==> src/inc/rcs_pkg.sv <==
// reset cause tracking: register map, fields, timing and state types
package rcs_pkg;

  ////////////////////////////////////////////////////////////////////////////
  // register offsets on the local register port
  localparam logic [1:0] RCS_OFF_CAUSE = 2'h0;
  localparam logic [1:0] RCS_OFF_CAUSE_TWO = 2'h1;
  localparam logic [1:0] RCS_OFF_SUPPLY = 2'h2;
  localparam logic [1:0] RCS_OFF_SLEEP = 2'h3;

  // reset_cause_control fields
  localparam int RCS_IRQ_PRIO_BIT = 7;
  localparam int RCS_MISMATCH_BIT = 5;
  localparam int RCS_RESET_INSTR_BIT = 4;
  localparam int RCS_WDT_TIMEOUT_BIT = 3;
  localparam int RCS_POWER_DOWN_BIT = 2;
  localparam int RCS_POWER_ON_BIT = 1;
  localparam int RCS_BROWNOUT_BIT = 0;
  // reset_cause_control_two fields
  localparam int RCS_MASTER_CLEAR_BIT = 7;
  localparam int RCS_SW_WDT_EN_BIT = 5;
  // supply_reset_flags fields
  localparam int RCS_SUPPLY_BROWNOUT_BIT = 3;
  localparam int RCS_SUPPLY_POWER_ON_BIT = 2;
  localparam int RCS_BATTERY_POWER_ON_BIT = 1;
  localparam int RCS_BATTERY_MODE_BIT = 0;
  // sleep_power_control fields
  localparam int RCS_RETENTION_SEL_BIT = 4;
  localparam int RCS_DEEP_SLEEP_WAKE_BIT = 2;
  localparam int RCS_PM_SLEEP_BIAS_BIT = 0;

  // write masks (plain read/write) and clear-only masks per register
  localparam logic [7:0] RCS_CAUSE_WMASK = 8'hB3;
  localparam logic [7:0] RCS_CAUSE_TWO_WMASK = 8'h20;
  localparam logic [7:0] RCS_CAUSE_TWO_CMASK = 8'h80;
  localparam logic [7:0] RCS_SUPPLY_WMASK = 8'h01;
  localparam logic [7:0] RCS_SUPPLY_CMASK = 8'h0E;
  localparam logic [7:0] RCS_SLEEP_WMASK = 8'h11;
  localparam logic [7:0] RCS_SLEEP_CMASK = 8'h04;

  // reset values
  localparam logic [7:0] RCS_CAUSE_RST = 8'h3C;
  localparam logic [7:0] RCS_CAUSE_TWO_RST = 8'h00;
  localparam logic [7:0] RCS_SUPPLY_RST = 8'h00;
  localparam logic [7:0] RCS_SLEEP_RST = 8'h00;

  // watchdog configuration code under which the software enable counts
  localparam logic [1:0] RCS_WDT_SW_MODE = 2'h2;

  ////////////////////////////////////////////////////////////////////////////
  // timing, clock 20 MHz; least times round up
  localparam int RCS_CLK_NS = 50;
  localparam int RCS_BIAS_SETTLE_NS = 500;
  localparam int RCS_BIAS_CYC = (RCS_BIAS_SETTLE_NS + RCS_CLK_NS - 1) /
                                RCS_CLK_NS;
  localparam int RCS_PWRT_US = 1000;
  localparam int RCS_PWRT_CYC = (RCS_PWRT_US * 1000 + RCS_CLK_NS - 1) /
                                RCS_CLK_NS;
  localparam int RCS_OSC_START_US = 100;
  localparam int RCS_OSC_CYC = (RCS_OSC_START_US * 1000 + RCS_CLK_NS - 1) /
                               RCS_CLK_NS;
  localparam int RCS_HOLD_NS = 1000;
  localparam int RCS_HOLD_CYC = (RCS_HOLD_NS + RCS_CLK_NS - 1) / RCS_CLK_NS;

  // index of each reset cause in the one-hot cause vector
  localparam int RCS_CAUSE_POWER_ON = 0;
  localparam int RCS_CAUSE_MASTER_CLEAR = 1;
  localparam int RCS_CAUSE_WATCHDOG = 2;
  localparam int RCS_CAUSE_MISMATCH = 3;
  localparam int RCS_CAUSE_BROWNOUT = 4;
  localparam int RCS_CAUSE_INSTR = 5;
  localparam int RCS_CAUSE_STACK = 6;

  ////////////////////////////////////////////////////////////////////////////
  // power sequencer states
  typedef enum logic [4:0] {
    RCS_SQ_RUN = 5'b00001,
    RCS_SQ_BIAS = 5'b00010,
    RCS_SQ_PWRT = 5'b00100,
    RCS_SQ_OSC = 5'b01000,
    RCS_SQ_HOLD = 5'b10000
  } rcs_seq_t;

  // asynchronous supply monitor levels from the analog side
  typedef struct packed {
    logic core_ok;
    logic core_below_start;
    logic battery_ok;
    logic battery_below_start;
    logic battery_present;
    logic brownout_trip;
    logic supply_brownout_trip;
  } rcs_supply_t;

  // one-cycle events from core logic on clk
  typedef struct packed {
    logic wdt_timeout;
    logic config_mismatch;
    logic reset_instr;
    logic stack_error;
    logic clear_watchdog_instruction;
    logic sleep_instr;
    logic deep_sleep_wake;
  } rcs_core_ev_t;

  // one power-on monitor
  typedef struct packed {
    logic armed;
    logic hibernate;
    logic pulse;
  } rcs_mon_t;

  // all state of the top module except the system reset flop
  typedef struct packed {
    logic [7:0] sync1;
    logic [7:0] sync2;
    logic [7:0] reset_cause_control;
    logic [7:0] reset_cause_control_two;
    logic [7:0] supply_reset_flags;
    logic [7:0] sleep_power_control;
    rcs_mon_t core_mon;
    rcs_mon_t battery_mon;
    logic first_power_on;
    rcs_seq_t seq;
    logic [15:0] cnt;
    logic [6:0] last_cause;
    logic [7:0] rd_data;
    logic release_ok;
    logic wdt_on;
    logic retention_mode;
    logic pm_bias_on;
  } rcs_state_t;

  // pin stages start at the idle high level so no false pin reset follows
  localparam rcs_state_t RCS_STATE_RST = '{
    sync1: 8'h01,
    sync2: 8'h01,
    reset_cause_control: RCS_CAUSE_RST,
    reset_cause_control_two: RCS_CAUSE_TWO_RST,
    supply_reset_flags: RCS_SUPPLY_RST,
    sleep_power_control: RCS_SLEEP_RST,
    core_mon: '{armed: 1'b1, hibernate: 1'b0, pulse: 1'b0},
    battery_mon: '{armed: 1'b1, hibernate: 1'b0, pulse: 1'b0},
    seq: RCS_SQ_BIAS,
    last_cause: 7'h01,
    default: '0
  };

endpackage : rcs_pkg

==> src/logic/rcs_reset_cause.sv <==
// reset cause flags, power-on sequencer and reset control registers
//
// How it works
// - seven reset causes tracked; last cause kept one-hot on an output
// - software writes to status flags only store; they never start a reset
// - bit 7 of the first register enables interrupt priority; resets to 0
// - mismatch reset clears bit 5; software writes 1 to re-arm
// - reset instruction clears bit 4; only software sets it again
// - watchdog flag set by power-up, watchdog clear or sleep; cleared by timeout
// - power-down flag set by power-up or watchdog clear; cleared by sleep
// - power-on flag cleared by power-on reset; set only by software
// - brown-out flag cleared by brown-out reset; set only by software
// - master clear reset sets bit 7 of second register; software clears
// - software watchdog enable acts only when configuration field is 10
// - supply brown-out flag set only by hardware; software only clears
// - supply power-on flag set by hardware; software only clears
// - battery power-on flag set on battery reset and original power-up
// - battery mode flag set on power-on exit with battery pin powered
// - retention sleep needs select 1, config 0, regulator on; else bias bit
// - deep-sleep wake flag set by hardware; software only clears
// - program memory bias kept in sleep when 1, powered down when 0
// - power-on pulse on supply rise; re-armed only after supply falls low
// - core and battery monitors each hibernate after their power-on event
// - power-on holds reset for bias settle, power-up timer, clock start
// - master clear low asserts reset asynchronously; release restarts core
//
// Chosen here: the register addresses and the plain strobed port.
`timescale 1ns/1ps
`default_nettype none

module rcs_reset_cause #(
  parameter int PWRT_CYC = rcs_pkg::RCS_PWRT_CYC
) (
  // clock, reset and clock enable
  input wire logic clk,
  input wire logic rst_b,
  input wire logic ce,
  // register port
  input wire logic [1:0] addr,
  input wire logic [7:0] wr_data,
  input wire logic wr_en,
  input wire logic rd_en,
  output logic [7:0] rd_data,
  // pins and supply monitors, asynchronous
  input wire logic master_clear_pin_b,
  input wire rcs_pkg::rcs_supply_t supply,
  // core events and configuration on clk
  input wire rcs_pkg::rcs_core_ev_t core_ev,
  input wire logic [1:0] watchdog_config_field,
  input wire logic retention_config_bit,
  input wire logic regulator_en,
  // control outputs
  output logic interrupt_priority_enable,
  output logic watchdog_enable,
  output logic retention_sleep_mode,
  output logic pm_bias_sleep_on,
  output logic system_reset_signal_b,
  output logic core_hibernate,
  output logic battery_hibernate,
  output logic [6:0] reset_cause
);
  import rcs_pkg::*;

  ////////////////////////////////////////////////////////////////////////////
  // helpers

  // merge a software write: plain bits take data, clear-only bits clear
  // where a zero is written, every other bit keeps its stored value
  function automatic logic [7:0] wr_merge(logic [7:0] old, logic [7:0] wd,
                                          logic [7:0] wmask,
                                          logic [7:0] cmask);
    wr_merge = (old & ~(wmask | cmask)) | (wd & wmask) | (old & wd & cmask);
  endfunction : wr_merge

  // power-on monitor step: fire once, hibernate, re-arm on a low supply
  function automatic rcs_mon_t mon_step(rcs_mon_t m, logic ok, logic low);
    rcs_mon_t r;
    r = m;
    r.pulse = 1'b0;
    if (low) begin
      r.armed = 1'b1;
      r.hibernate = 1'b0;
    end else if (m.armed && ok) begin
      r.armed = 1'b0;
      r.hibernate = 1'b1;
      r.pulse = 1'b1;
    end
    mon_step = r;
  endfunction : mon_step

  // last count of a delay stage
  function automatic logic cnt_done(logic [15:0] c, int lim);
    cnt_done = (c == 16'(lim - 1));
  endfunction : cnt_done

  ////////////////////////////////////////////////////////////////////////////
  // state

  rcs_state_t s_q;
  rcs_state_t s_d;
  logic sys_reset_b_q;
  logic hold_b;

  // synchronised pin levels, read from the second stage only
  logic master_clear_b;
  logic core_ok;
  logic core_low;
  logic battery_ok;
  logic battery_low;
  logic battery_present;
  logic brownout_trip;
  logic supply_brownout_trip;
  logic power_evt;
  logic reset_evt;

  assign master_clear_b = s_q.sync2[0];
  assign core_ok = s_q.sync2[7];
  assign core_low = s_q.sync2[6];
  assign battery_ok = s_q.sync2[5];
  assign battery_low = s_q.sync2[4];
  assign battery_present = s_q.sync2[3];
  assign brownout_trip = s_q.sync2[2];
  assign supply_brownout_trip = s_q.sync2[1];

  // events that restart the full power sequence, and short-hold resets
  assign power_evt = s_q.core_mon.pulse | brownout_trip |
                     supply_brownout_trip | ~core_ok;
  assign reset_evt = core_ev.wdt_timeout | core_ev.config_mismatch |
                     core_ev.reset_instr | core_ev.stack_error;

  ////////////////////////////////////////////////////////////////////////////
  // next state
  always_comb begin
    s_d = s_q;

    // two-stage synchroniser for every asynchronous input
    s_d.sync1 = {supply, master_clear_pin_b};
    s_d.sync2 = s_q.sync1;

    // read data stand for one cycle only; unmapped bits are zero
    s_d.rd_data = 8'h00;
    if (rd_en) begin
      case (addr)
        RCS_OFF_CAUSE: s_d.rd_data = s_q.reset_cause_control;
        RCS_OFF_CAUSE_TWO: s_d.rd_data = s_q.reset_cause_control_two;
        RCS_OFF_SUPPLY: s_d.rd_data = s_q.supply_reset_flags;
        RCS_OFF_SLEEP: s_d.rd_data = s_q.sleep_power_control;
        default: s_d.rd_data = 8'h00;
      endcase
    end

    // software writes: stores only, nothing here feeds the sequencer
    if (wr_en) begin
      case (addr)
        RCS_OFF_CAUSE: begin
          s_d.reset_cause_control = wr_merge(s_q.reset_cause_control,
            wr_data, RCS_CAUSE_WMASK, 8'h00);
        end
        RCS_OFF_CAUSE_TWO: begin
          s_d.reset_cause_control_two = wr_merge(
            s_q.reset_cause_control_two, wr_data,
            RCS_CAUSE_TWO_WMASK, RCS_CAUSE_TWO_CMASK);
        end
        RCS_OFF_SUPPLY: begin
          s_d.supply_reset_flags = wr_merge(s_q.supply_reset_flags,
            wr_data, RCS_SUPPLY_WMASK, RCS_SUPPLY_CMASK);
        end
        RCS_OFF_SLEEP: begin
          s_d.sleep_power_control = wr_merge(s_q.sleep_power_control,
            wr_data, RCS_SLEEP_WMASK, RCS_SLEEP_CMASK);
        end
        default: s_d = s_d;
      endcase
    end

    // retention select exists only while the retention config bit is 0
    if (retention_config_bit) begin
      s_d.sleep_power_control[RCS_RETENTION_SEL_BIT] = 1'b0;
    end

    // power-on monitors for core supply and battery pin
    s_d.core_mon = mon_step(s_q.core_mon, core_ok, core_low);
    s_d.battery_mon = mon_step(s_q.battery_mon, battery_ok,
                               battery_low);

    // hardware updates come after the write so an event in the same
    // cycle as a software write always wins
    if (s_q.core_mon.pulse) begin
      s_d.reset_cause_control[RCS_POWER_ON_BIT] = 1'b0;
      s_d.reset_cause_control[RCS_BROWNOUT_BIT] = 1'b0;
      s_d.reset_cause_control[RCS_WDT_TIMEOUT_BIT] = 1'b1;
      s_d.reset_cause_control[RCS_POWER_DOWN_BIT] = 1'b1;
      s_d.supply_reset_flags[RCS_SUPPLY_POWER_ON_BIT] = 1'b1;
      if (!s_q.first_power_on) begin
        s_d.supply_reset_flags[RCS_BATTERY_POWER_ON_BIT] = 1'b1;
      end
      s_d.first_power_on = 1'b1;
    end
    if (s_q.battery_mon.pulse) begin
      s_d.supply_reset_flags[RCS_BATTERY_POWER_ON_BIT] = 1'b1;
    end
    if (brownout_trip) begin
      s_d.reset_cause_control[RCS_BROWNOUT_BIT] = 1'b0;
    end
    if (supply_brownout_trip) begin
      s_d.supply_reset_flags[RCS_SUPPLY_BROWNOUT_BIT] = 1'b1;
    end
    if (!master_clear_b) begin
      s_d.reset_cause_control_two[RCS_MASTER_CLEAR_BIT] = 1'b1;
    end
    if (core_ev.config_mismatch) begin
      s_d.reset_cause_control[RCS_MISMATCH_BIT] = 1'b0;
    end
    if (core_ev.reset_instr) begin
      s_d.reset_cause_control[RCS_RESET_INSTR_BIT] = 1'b0;
    end

    // watchdog and power-down flags; a timeout beats a clear in one cycle
    if (core_ev.clear_watchdog_instruction) begin
      s_d.reset_cause_control[RCS_WDT_TIMEOUT_BIT] = 1'b1;
      s_d.reset_cause_control[RCS_POWER_DOWN_BIT] = 1'b1;
    end
    if (core_ev.sleep_instr) begin
      s_d.reset_cause_control[RCS_WDT_TIMEOUT_BIT] = 1'b1;
      s_d.reset_cause_control[RCS_POWER_DOWN_BIT] = 1'b0;
    end
    if (core_ev.wdt_timeout) begin
      s_d.reset_cause_control[RCS_WDT_TIMEOUT_BIT] = 1'b0;
    end
    if (core_ev.deep_sleep_wake) begin
      s_d.sleep_power_control[RCS_DEEP_SLEEP_WAKE_BIT] = 1'b1;
    end

    // most recent reset cause, one-hot
    if (s_q.core_mon.pulse) begin
      s_d.last_cause = 7'(1 << RCS_CAUSE_POWER_ON);
    end else if (brownout_trip | supply_brownout_trip) begin
      s_d.last_cause = 7'(1 << RCS_CAUSE_BROWNOUT);
    end else if (!master_clear_b) begin
      s_d.last_cause = 7'(1 << RCS_CAUSE_MASTER_CLEAR);
    end else if (core_ev.wdt_timeout) begin
      s_d.last_cause = 7'(1 << RCS_CAUSE_WATCHDOG);
    end else if (core_ev.config_mismatch) begin
      s_d.last_cause = 7'(1 << RCS_CAUSE_MISMATCH);
    end else if (core_ev.reset_instr) begin
      s_d.last_cause = 7'(1 << RCS_CAUSE_INSTR);
    end else if (core_ev.stack_error) begin
      s_d.last_cause = 7'(1 << RCS_CAUSE_STACK);
    end

    // sequencer: power events restart the whole chain, core resets
    // only hold reset briefly and are taken only while running
    if (power_evt) begin
      s_d.seq = RCS_SQ_BIAS;
      s_d.cnt = 16'h0000;
    end else if (reset_evt && (s_q.seq == RCS_SQ_RUN)) begin
      s_d.seq = RCS_SQ_HOLD;
      s_d.cnt = 16'h0000;
    end else begin
      case (s_q.seq)
        RCS_SQ_RUN: begin
          s_d.cnt = 16'h0000;
        end
        RCS_SQ_BIAS: begin
          if (cnt_done(s_q.cnt, RCS_BIAS_CYC)) begin
            s_d.seq = RCS_SQ_PWRT;
            s_d.cnt = 16'h0000;
          end else begin
            s_d.cnt = s_q.cnt + 16'h0001;
          end
        end
        RCS_SQ_PWRT: begin
          if (cnt_done(s_q.cnt, PWRT_CYC)) begin
            s_d.seq = RCS_SQ_OSC;
            s_d.cnt = 16'h0000;
          end else begin
            s_d.cnt = s_q.cnt + 16'h0001;
          end
        end
        RCS_SQ_OSC: begin
          if (cnt_done(s_q.cnt, RCS_OSC_CYC)) begin
            s_d.seq = RCS_SQ_RUN;
            s_d.cnt = 16'h0000;
            if (battery_present) begin
              s_d.supply_reset_flags[RCS_BATTERY_MODE_BIT] = 1'b1;
            end
          end else begin
            s_d.cnt = s_q.cnt + 16'h0001;
          end
        end
        RCS_SQ_HOLD: begin
          if (cnt_done(s_q.cnt, RCS_HOLD_CYC)) begin
            s_d.seq = RCS_SQ_RUN;
            s_d.cnt = 16'h0000;
          end else begin
            s_d.cnt = s_q.cnt + 16'h0001;
          end
        end
        default: begin
          s_d.seq = RCS_SQ_BIAS;
          s_d.cnt = 16'h0000;
        end
      endcase
    end

    // priority enable returns to 0 whenever the sequencer is out of the run state
    if (s_d.seq != RCS_SQ_RUN) begin
      s_d.reset_cause_control[RCS_IRQ_PRIO_BIT] = 1'b0;
    end

    // reset release needs a running sequencer and the pin high
    s_d.release_ok = (s_d.seq == RCS_SQ_RUN) & master_clear_b;

    // registered control outputs
    s_d.wdt_on = (watchdog_config_field == RCS_WDT_SW_MODE) &
                 s_d.reset_cause_control_two[RCS_SW_WDT_EN_BIT];
    s_d.retention_mode = s_d.sleep_power_control[RCS_RETENTION_SEL_BIT] &
                         ~retention_config_bit & regulator_en;
    // the bias bit governs only when retention is not in use
    s_d.pm_bias_on = ~s_d.retention_mode &
                     s_d.sleep_power_control[RCS_PM_SLEEP_BIAS_BIT];
  end

  ////////////////////////////////////////////////////////////////////////////
  // state register
  always_ff @(posedge clk or negedge rst_b) begin
    if (!rst_b) begin
      s_q <= RCS_STATE_RST;
    end else if (ce) begin
      s_q <= s_d;
    end
  end

  ////////////////////////////////////////////////////////////////////////////
  // system reset: the pin clears this flop with no clock so the core
  // stops at once; release waits for the synchronised pin and the
  // sequencer, so a short glitch cannot release early
  assign hold_b = rst_b & master_clear_pin_b;

  always_ff @(posedge clk or negedge hold_b) begin
    if (!hold_b) begin
      sys_reset_b_q <= 1'b0;
    end else if (ce) begin
      sys_reset_b_q <= s_q.release_ok;
    end
  end

  ////////////////////////////////////////////////////////////////////////////
  // outputs, each straight from a flop
  assign rd_data = s_q.rd_data;
  assign interrupt_priority_enable =
    s_q.reset_cause_control[RCS_IRQ_PRIO_BIT];
  assign watchdog_enable = s_q.wdt_on;
  assign retention_sleep_mode = s_q.retention_mode;
  assign pm_bias_sleep_on = s_q.pm_bias_on;
  assign system_reset_signal_b = sys_reset_b_q;
  assign core_hibernate = s_q.core_mon.hibernate;
  assign battery_hibernate = s_q.battery_mon.hibernate;
  assign reset_cause = s_q.last_cause;

endmodule : rcs_reset_cause

`default_nettype wire

==> config.mk <==
export PLATFORM = sky130hd
export DESIGN_NAME = rcs_reset_cause
export DESIGN_NICKNAME = d
export VERILOG_FILES = /design/src/inc/rcs_pkg.sv /design/src/logic/rcs_reset_cause.sv
export SDC_FILE = /design/constraint.sdc
export NUM_CORES = 1
export LEC_CHECK = 0
export ABC_AREA = 1
export BUFFER_PORTS_ARGS = -buffer_cell sky130_fd_sc_hd__buf_2
export CAP_MARGIN = 25
export CORE_UTILIZATION = 45
export DETAILED_ROUTE_END_ITERATION = 10
export PLACE_DENSITY = 0.64
export SYNTH_ARGS = -nofsm -noshare
export SYNTH_HDL_FRONTEND = slang
export SYNTH_SLANG_ARGS = --single-unit
==> constraint.sdc <==
create_clock -name clk -period 1.6 [get_ports clk]
set_input_delay 0.08 -clock clk [delete_from_list [all_inputs] [get_ports clk]]
set_output_delay 0.08 -clock clk [all_outputs]
set_load 0.02 [all_outputs]
==> impl_metrics.toml, run 1 <==
[global_routing]
antenna_found_initial = 0
grt_max_degree = 41
grt_pass1_vias = 3706
grt_pass1_wl_um = 17480
overflow = 0
grt_usage = 0.2235

[critical_path]
crit_fanout = 7
critPathMaxStageDelay_ns = 0.44
cp_top_family = "simple AND/OR/NAND/NOR gates"
cp-end-kind = "register"
critical_path_buf_inv_count = 1
worstSetupStartpointType = "register"
crit_chain = "nor2_1, nand2_1, nor2_4, nand2_2, nand2_2, nand4_4, clkbuf_16, nand3_2, nand2_1"
cp_slowest_cell = "dfrtp_1"
crit_type = "reg2reg"
critical_path_arrival_ns = 1.81
regToRegSetupSlack_ns = 0.03
worstPathRequired_ns = 1.84

[synth]
async_reset_ff_frac = 1.000
synth.avg_cell_area_um2 = 8.042
synth-seq-cells = 79
syn_area_um2 = 4254
syn-num-nets = 565
synthTopCellsByArea = "dfrtp_1 (41%), nand2_1 (13%), dfstp_2 (6.2%)"
ys_seq_area_frac = 0.4676
synth_top_area_cell = "dfrtp_1"
synth_cell_types = 43
synth_top_area_share = 0.4059
synth_flop_cell = "dfrtp_1"
yosys_warnings = 0
synthCells = 529
synth_edf_count = 0

[timing]
maxSlewViolCount = 0
setup_viol = 0
fmax_mhz = 638.4
min_period_ns = 1.566
whs_ns = 0.03433
rsz0062_at_grt = "yes"
hold_violations = 0
period_share = 0.9790
clock_skew_ns = 0.01498
setup_slack_ns = 0.03367

[layout]
num-fill-cells = 786
largest_register_ff_count = 51
fin_area_um2 = 5426
fin_nets = 672
largest_register = "s_q"
diodes = 0
layoutNonFillerInstCount = 752
drive_gt1_frac = 0.2964
syn_to_final_growth_pct = 27.56

[pwr]
vdd_drop_max_v = 0.0004947
p_per_area_nw_per_um2 = 820.3
p_leak_nw = 2.683
power_mw = 4.451

[place]
place_inst = 708
pre_cts_slack_ns = -0.01455
portBuffers = 53
gp_congestion = 0.8390
place_area_um2 = 4860
dp_hpwl_um = 7222

[drt]
dr.pass1.iters = 5
drt_wl_total_um = 10360
via_per_inst = 5.122
wire_per_inst_um = 13.78
via_count = 3852
initialDrtViolationCount = 179
drt.antenna.violating_nets = 0
drc = 0

[clock_tree]
root_buffer = "clkbuf_8"
clock_latency_ns = 0.35
cts_sinks = 79
cts_tree = "done"
clk_pin_slew_ns = 0.09
cts_max_level = 3
clk_path_buf_depth = 2
numCtsBuffers = 9

[floorplan]
dieArea_um2 = 9847
initial_core_util = 0.4626
core_area_um2 = 9196
chipHeight_um = 99.23
num_rows = 35
fp.dieW_um = 99.23
ioPinCount = 56

[worst_hold_path]
min_path_type = "in2reg"

[job]
maxCapViolCount = 0

[run_status]
outcome = "completed"
logic make-up after synthesis:
logic type      count (synthesis)  share of synthesized area
buf+inv                        87                    0.09647
xor+xnor                       13                    0.02676
fa+ha+maj                       2                   0.005881
flops                          79                     0.4676
simple gates                  269                     0.2971
other cells                     1                  0.0008815
compound gates                 78                     0.1053
layer usage:
| metal | vias to the layer above | GRT usage | wire length (um) |
|---|---|---|---|
| li1 | 1913 | - | - |
| met1 | 1834 | 0.3241 | 5056 |
| met2 | 95 | 0.3488 | 4756 |
| met3 | 10 | 0.03162 | 437 |
| met4 | 0 | 0.06674 | 108 |
| met5 | - | 0 | 0 |
stage by stage:
step | utilization | TNS, ns
after floorplan | - | 0
after global placement | 0.5284 | 0
after detailed placement | 0.5284 | -0.02502
after CTS | 0.5747 | 0
after global routing | 0.5901 | -0.6554
final | 0.5901 | 0
placed cells by master (no fill, tap or decap), types with 9 or more instances in the layout:
cell type      count
buf_4             47
dlygate4sd3_1     23
nand3_2           10
buf_2             52
nor2_2            15
dfrtp_1           67
nand2_1          145
clkbuf_8          10
nor2_1            31
a21oi_1           13
xor2_1             9
nand3_1           25
nand2_2           10
o21ai_0           42
inv_1             49
dfstp_2           10
nand4_1           10
final cells by class:
type                       instances  area (um2)  share of cell area
timing repair buffer             128       959.7              0.1769
sequential                        79        1992              0.3671
tap                              111       138.9             0.02559
clock inverter                     6       51.30            0.009454
multi-input combinational        363        1941              0.3576
inverter                          55       206.4             0.03804
clock buffer                      10       137.6             0.02536
Yosys cell counts, types with 2 or more instances:
master / count
nand2_1: 149
dfrtp_1: 69
inv_1: 50
o21ai_0: 42
nor2_1: 40
nand3_1: 28
buf_4: 15
a21oi_1: 14
dfstp_2: 10
nand4_1: 10
xor2_1: 9
clkbuf_1: 8
nor2_2: 8
nand2_2: 7
nand3_2: 7
nand3b_1: 5
o22ai_1: 5
buf_2: 4
inv_2: 4
nand3b_2: 4
nor3_1: 4
xnor2_1: 4
buf_6: 3
nor2_4: 3
a21o_1: 2
a221oi_1: 2
a22o_1: 2
buf_1: 2
ha_1: 2
o21a_1: 2
o221ai_1: 2
o31ai_1: 2
power by group:
group	total [mW]	switching (mW)	internal (mW)
clock	1.44	0.814	0.629
sequential	2.30	0.104	2.19
combinational	0.711	0.420	0.291
path summary, 6_finish.rpt:
kind,from,endpoint,cells past startpoint
worst max-delay path,s_q[29],s_q[21],9
worst min-delay path,regulator_en,retention_sleep_mode,5
worst max register to register,s_q[29],s_q[21],9
worst min register to register,s_q[87],s_q[87],2
max in group asynchronous,rst_b,system_reset_signal_b,5
min in group asynchronous,rst_b,s_q[32],2
worst register-to-register path: cells and delay by family (launching register included):
family | cells | cell delay [ns]
simple gates | 8 | 0.81
flops | 1 | 0.44
buf+inv | 1 | 0.21
timing repair:
item	in CTS	in global routing
gates cloned	0	1
pin swaps	0	12
endpoints found under the hold margin	77	0
resized for setup	2	26
hold buffers	23	0
setup endpoints to repair	7	21
buffers inserted	0	4
No activity file was read; power rests on OpenSTA's default activity.
==> inputs of run 2 (changes only) <==
--- a/config.mk
+++ b/config.mk
@@ -8,9 +8,9 @@
 export ABC_AREA = 1
 export BUFFER_PORTS_ARGS = -buffer_cell sky130_fd_sc_hd__buf_2
 export CAP_MARGIN = 25
-export CORE_UTILIZATION = 45
+export CORE_UTILIZATION = 50
 export DETAILED_ROUTE_END_ITERATION = 10
-export PLACE_DENSITY = 0.64
+export PLACE_DENSITY = 0.7
 export SYNTH_ARGS = -nofsm -noshare
 export SYNTH_HDL_FRONTEND = slang
 export SYNTH_SLANG_ARGS = --single-unit
==> run 2 against run 1 <==
Effect of this change:
- combinational power is essentially flat
- maximum frequency grew 3.3%
- sequential power is essentially flat
- sequential cell count is the same
- clock power grew 6%
- first-iteration DRC count grew 0.56%
- critical path type unchanged
- largest cell class unchanged
==> impl_metrics.toml, run 2 (synthesized netlist as in run 1, its figures left out) <==
[run_status]
outcome = "completed"

[floorplan]
core_area_um2 = 8217
initial_core_util = 0.5177
ioPinCount = 56
chipHeight_um = 94.24
num_rows = 33
fp.dieW_um = 94.24
dieArea_um2 = 8881

[pwr]
p_per_area_nw_per_um2 = 847.4
p_leak_nw = 2.647
power_mw = 4.547
vdd_drop_max_v = 0.0006997

[clock_tree]
clk_pin_slew_ns = 0.09
root_buffer = "clkbuf_8"
cts_sinks = 79
clk_path_buf_depth = 2
cts_max_level = 3
cts_tree = "done"
numCtsBuffers = 9
clock_latency_ns = 0.35

[layout]
fin_area_um2 = 5366
final_common_cell = "nand2_1"
largest_register = "s_q"
diodes = 0
largest_register_ff_count = 51
fin_nets = 668
multiInputGateArea_um2 = 1943
drive_gt1_frac = 0.3014
num-fill-cells = 708
layout_common_cells = "nand2_1 (144), dfrtp_1 (65), buf_2 (52), inv_1 (50), buf_4 (46)"
layoutNonFillerInstCount = 742
syn_to_final_growth_pct = 26.15
seqCellArea_um2 = 1994

[place]
portBuffers = 53
dp_hpwl_um = 7163
place_inst = 700
gp_congestion = 0.9140
place_area_um2 = 4812

[drt]
routed.top_layer = "met4"
wl_met1_um = 4778
dr_wl_met2_um = 4666
wire_per_inst_um = 13.62
drc = 0
dr_wl_met3_um = 473
drt.antenna.violating_nets = 0
initialDrtViolationCount = 180
dr.pass1.iters = 4
via_count = 3837
via_per_inst = 5.171
drt_wl_total_um = 10110

[critical_path]
crit_fanout = 4
regToRegSetupSlack_ns = 0.08
r2r_end = "s_q[27]"
worstPathRequired_ns = 1.90
critical_path_arrival_ns = 1.81
worstSetupStartpointType = "register"
cp-end-kind = "register"
r2r_start = "s_q[20]"
reg2regPathDepth = 9
crit_type = "reg2reg"

[global_routing]
antenna_found_initial = 0
grt_max_degree = 36
grt_usage = 0.2425
overflow = 0
grt_pass1_wl_um = 16590
grt_pass1_vias = 3677

[timing]
clock_skew_ns = 0.01099
fin_tns_setup_ns = 0
setup_viol = 0
min_period_ns = 1.517
maxSlewViolCount = 0
whs_ns = 0.02242
hold_violations = 0
period_share = 0.9478
fmax_mhz = 659.4
rsz0062_at_grt = "yes"

[worst_hold_path]
min_delay_worst_endpoint = "s_q[88]"
min_path_type = "in2reg"
whs_path_depth = 3
min_from = "ce"

[job]
maxCapViolCount = 0
==> run 2: what timing repair did <==
| action | 4_1_cts | 5_1_grt |
|---|---|---|
| pin swaps | 1 | 8 |
| resized for setup | 3 | 32 |
| buffers inserted | 2 | 2 |
| hold endpoints to repair | 60 | 0 |
| endpoints found under the setup margin | 10 | 25 |
| hold buffers | 22 | 0 |
==> run 2: per-layer routing <==
layer  vias to the layer above  GRT usage
met5                         -          0
li1                       1898          -
met1                      1815     0.3412
met3                        16    0.03479
met4                         0     0.1026
met2                       108     0.3726
==> run 2: critical path, stage by stage, from the launching register on <==
cell	delay, ns
dfrtp_1	0.42
ha_4	0.17
nand3_4	0.09
buf_4	0.17
inv_2	0.06
nand3_2	0.11
o21ai_1	0.16
nand2_1	0.06
nand3b_1	0.15
nand2_1	0.07
==> run 2: final cells by class <==
| type | count | area share |
|---|---|---|
| clock inverters | 7 | 0.01469 |
| well taps | 105 | 0.02448 |
| flip-flops and latches | 79 | 0.3716 |
| multi-input cells | 363 | 0.3621 |
| inverters | 55 | 0.03847 |
| repair buffers | 124 | 0.1655 |
| clock buffers | 9 | 0.02308 |
==> run 2: worst max-delay path by stage <==
stage,start,end,slack (ns),cells past startpoint
after detailed placement,s_q[19],s_q[33],-0.05,9
after CTS,s_q[20],s_q[27],0.007,10
after global routing,s_q[27],s_q[27],-0.02,9
after floorplan,s_q[19],s_q[31],0.03,9
final,s_q[20],s_q[27],0.08,9
after global placement,s_q[19],s_q[29],0.03,8
==> run 2: power breakdown <==
| group | leakage, nW | internal (mW) | switching, mW |
|---|---|---|---|
| logic | 1.55 | 0.286 | 0.424 |
| clock network | 0.105 | 0.740 | 0.794 |
| registers | 0.994 | 2.19 | 0.108 |
| total | 2.65 | 3.22 | 1.33 |
==> run 2: stage by stage <==
step | util | setup slack, ns
6_report | 0.6531 | 0.08350
5_1_grt | 0.6531 | -0.01555
4_1_cts | 0.6408 | 0.006952
3_5_place_dp | 0.5857 | -0.05360
3_3_place_gp | 0.5857 | 0.03169
2_1_floorplan | - | 0.03234
==> inputs of run 3 (changes only) <==
--- a/config.mk
+++ b/config.mk
@@ -8,9 +8,9 @@
 export ABC_AREA = 1
 export BUFFER_PORTS_ARGS = -buffer_cell sky130_fd_sc_hd__buf_2
 export CAP_MARGIN = 25
-export CORE_UTILIZATION = 50
+export CORE_UTILIZATION = 35
 export DETAILED_ROUTE_END_ITERATION = 10
-export PLACE_DENSITY = 0.7
+export PLACE_DENSITY = 0.52
 export SYNTH_ARGS = -nofsm -noshare
 export SYNTH_HDL_FRONTEND = slang
 export SYNTH_SLANG_ARGS = --single-unit
==> run 3 against run 2 <==
Effect of this change:
- the flow now finishes with violations (design-rule violations)
- maximum frequency down 4.3%
- largest cell class is now multi-input gates
- final cell count up 4.3%
- via count down 2.2%
- global-route usage down 6.3 points
- die area up 42%
- clock power up 46%
- combinational power up 2%
- first-iteration DRC count down 13%
==> impl_metrics.toml, run 3 (synthesized netlist as in run 1, its figures left out) <==
[clock_tree]
root_buffer = "clkbuf_16"
clk_path_buf_depth = 2
cts_sinks = 79
clock_latency_ns = 0.34
clk_pin_slew_ns = 0.06
cts_tree = "done"
cts_max_level = 3
numCtsBuffers = 9

[drt]
via_per_inst = 4.846
via_count = 3751
drc = 3
wire_per_inst_um = 13.80
dr.pass1.iters = 7
drt_wl_total_um = 10680
drt.antenna.violating_nets = 0
initialDrtViolationCount = 156

[global_routing]
grt_pass1_vias = 3691
grt_pass1_wl_um = 17980
grt_usage = 0.1790
overflow = 0
antenna_found_initial = 0
grt_max_degree = 52

[layout]
syn_to_final_growth_pct = 31.21
diodes = 0
layout_common_cells = "nand2_1 (144), dfrtp_1 (64), buf_2 (52), inv_1 (47), buf_4 (47)"
largest_register_ff_count = 51
finish.utilization = 0.4806
drive_gt1_frac = 0.3201
largest_register = "s_q"
final_common_cell = "nand2_1"
fin_area_um2 = 5582
fin_nets = 662

[timing]
setup_viol = 0
hold_violations = 0
maxSlewViolCount = 0
rsz0062_at_grt = "yes"
period_share = 0.9907
fmax_mhz = 630.9
whs_ns = 0.007724
clock_skew_ns = 0.009510
min_period_ns = 1.585

[floorplan]
core_area_um2 = 11610
dieArea_um2 = 12600
initial_core_util = 0.3663
fp.dieW_um = 112.2
chipHeight_um = 112.2
num_rows = 39
ioPinCount = 56

[critical_path]
worstSetupStartpointType = "register"
critical_path_arrival_ns = 1.81
critPathMaxStageDelay_ns = 0.44
crit_type = "reg2reg"
crit_chain = "inv_2, ha_4, nand3_2, nor2_4, nand2_2, nand2_2, nand4_4, clkbuf_16, nand3b_2, nand2_1"
crit_fanout = 7
regToRegSetupSlack_ns = 0.01
worstPathRequired_ns = 1.82
cp-startpoint = "s_q[20]"
cp-end-kind = "register"
crit_top_cell = "nand2_2"
r2r_start = "s_q[20]"
cp_slowest_cell = "dfrtp_2"

[worst_hold_path]
min_path_type = "in2reg"
min_from = "core_ev[1]"

[pwr]
p_per_area_nw_per_um2 = 941.6
p_leak_nw = 2.746
vdd_drop_max_v = 0.0005446

[place]
portBuffers = 53
dp_hpwl_um = 7645
gp_congestion = 0.8384
place_area_um2 = 4915

[run_status]
violations = "design-rule violations"
outcome = "finished with violations"

[job]
maxCapViolCount = 0
==> run 3: changes by cell type in the layout (fill, tap and decap cells not counted), moves of 3 or more <==
cell / before / now
inv_6: 3 / 0
nor2_4: 5 / 9
inv_1: 50 / 47
clkbuf_8: 9 / 0
xnor2_2: 0 / 3
clkbuf_16: 0 / 10
dlygate4sd3_1: 22 / 13
xnor2_1: 4 / 1
==> run 3: worst paths after layout <==
check / endpoint / cells past startpoint
setup / recovery: s_q[22] / 10
hold / removal: s_q[73] / 3
setup reg to reg: s_q[22] / 10
hold reg to reg: s_q[40] / 2
max in group asynchronous: system_reset_signal_b / 5
min in group asynchronous: system_reset_signal_b / 4
==> run 3: repair_timing <==
action,CTS,global route
hold buffers,13,0
hold endpoints to repair,37,0
pin swaps,0,8
cloned,0,1
setup buffers,1,2
gates resized for setup,1,46
setup endpoints to repair,8,26
==> run 3: worst max-delay path: cells and delay by family (launching register included) <==
family | cells | cell delay [ns]
adder cells (fa/ha/maj) | 1 | 0.12
buffers and inverters | 2 | 0.28
flip-flops | 1 | 0.44
AND/OR/NAND/NOR | 7 | 0.64
==> run 3: final cells by class <==
class | count | area, um2
clock buffer | 10 | 229.0
clock inverter | 6 | 93.84
fill | 1131 | 6032
inverter | 55 | 206.4
multi-input combinational | 363 | 2018
sequential | 79 | 1996
tap | 143 | 178.9
timing repair buffer | 118 | 859.6
==> run 3: per-stage QoR <==
| stage | instances | setup slack [ns] | TNS (ns) | power [mW] |
|---|---|---|---|---|
| 3_3_place_gp | 742 | 0.01403 | 0 | 3.005 |
| 2_1_floorplan | 529 | 0.03234 | 0 | 2.724 |
| 6_report | 774 | 0.01489 | 0 | 5.256 |
| 4_1_cts | 772 | -0.01182 | -0.01912 | 5.286 |
| 5_1_grt | 774 | -0.07301 | -0.8503 | 5.487 |
| 3_5_place_dp | 742 | -0.03062 | -0.06540 | 3.018 |
==> run 3: layer usage <==
layer / part of all wire / GRT usage / up-vias
met1: 0.51 / 0.2665 / 1770
met3: 0.033 / 0.02214 / 8
met2: 0.44 / 0.2683 / 73
met4: 0.013 / 0.06133 / 0
li1: - / - / 1900
met5: 0 / 0 / -
==> run 3: report_power, final <==
group          internal [mW]  switching [mW]
logic                  0.289           0.433
registers               2.20           0.104
clock network           1.38           0.850
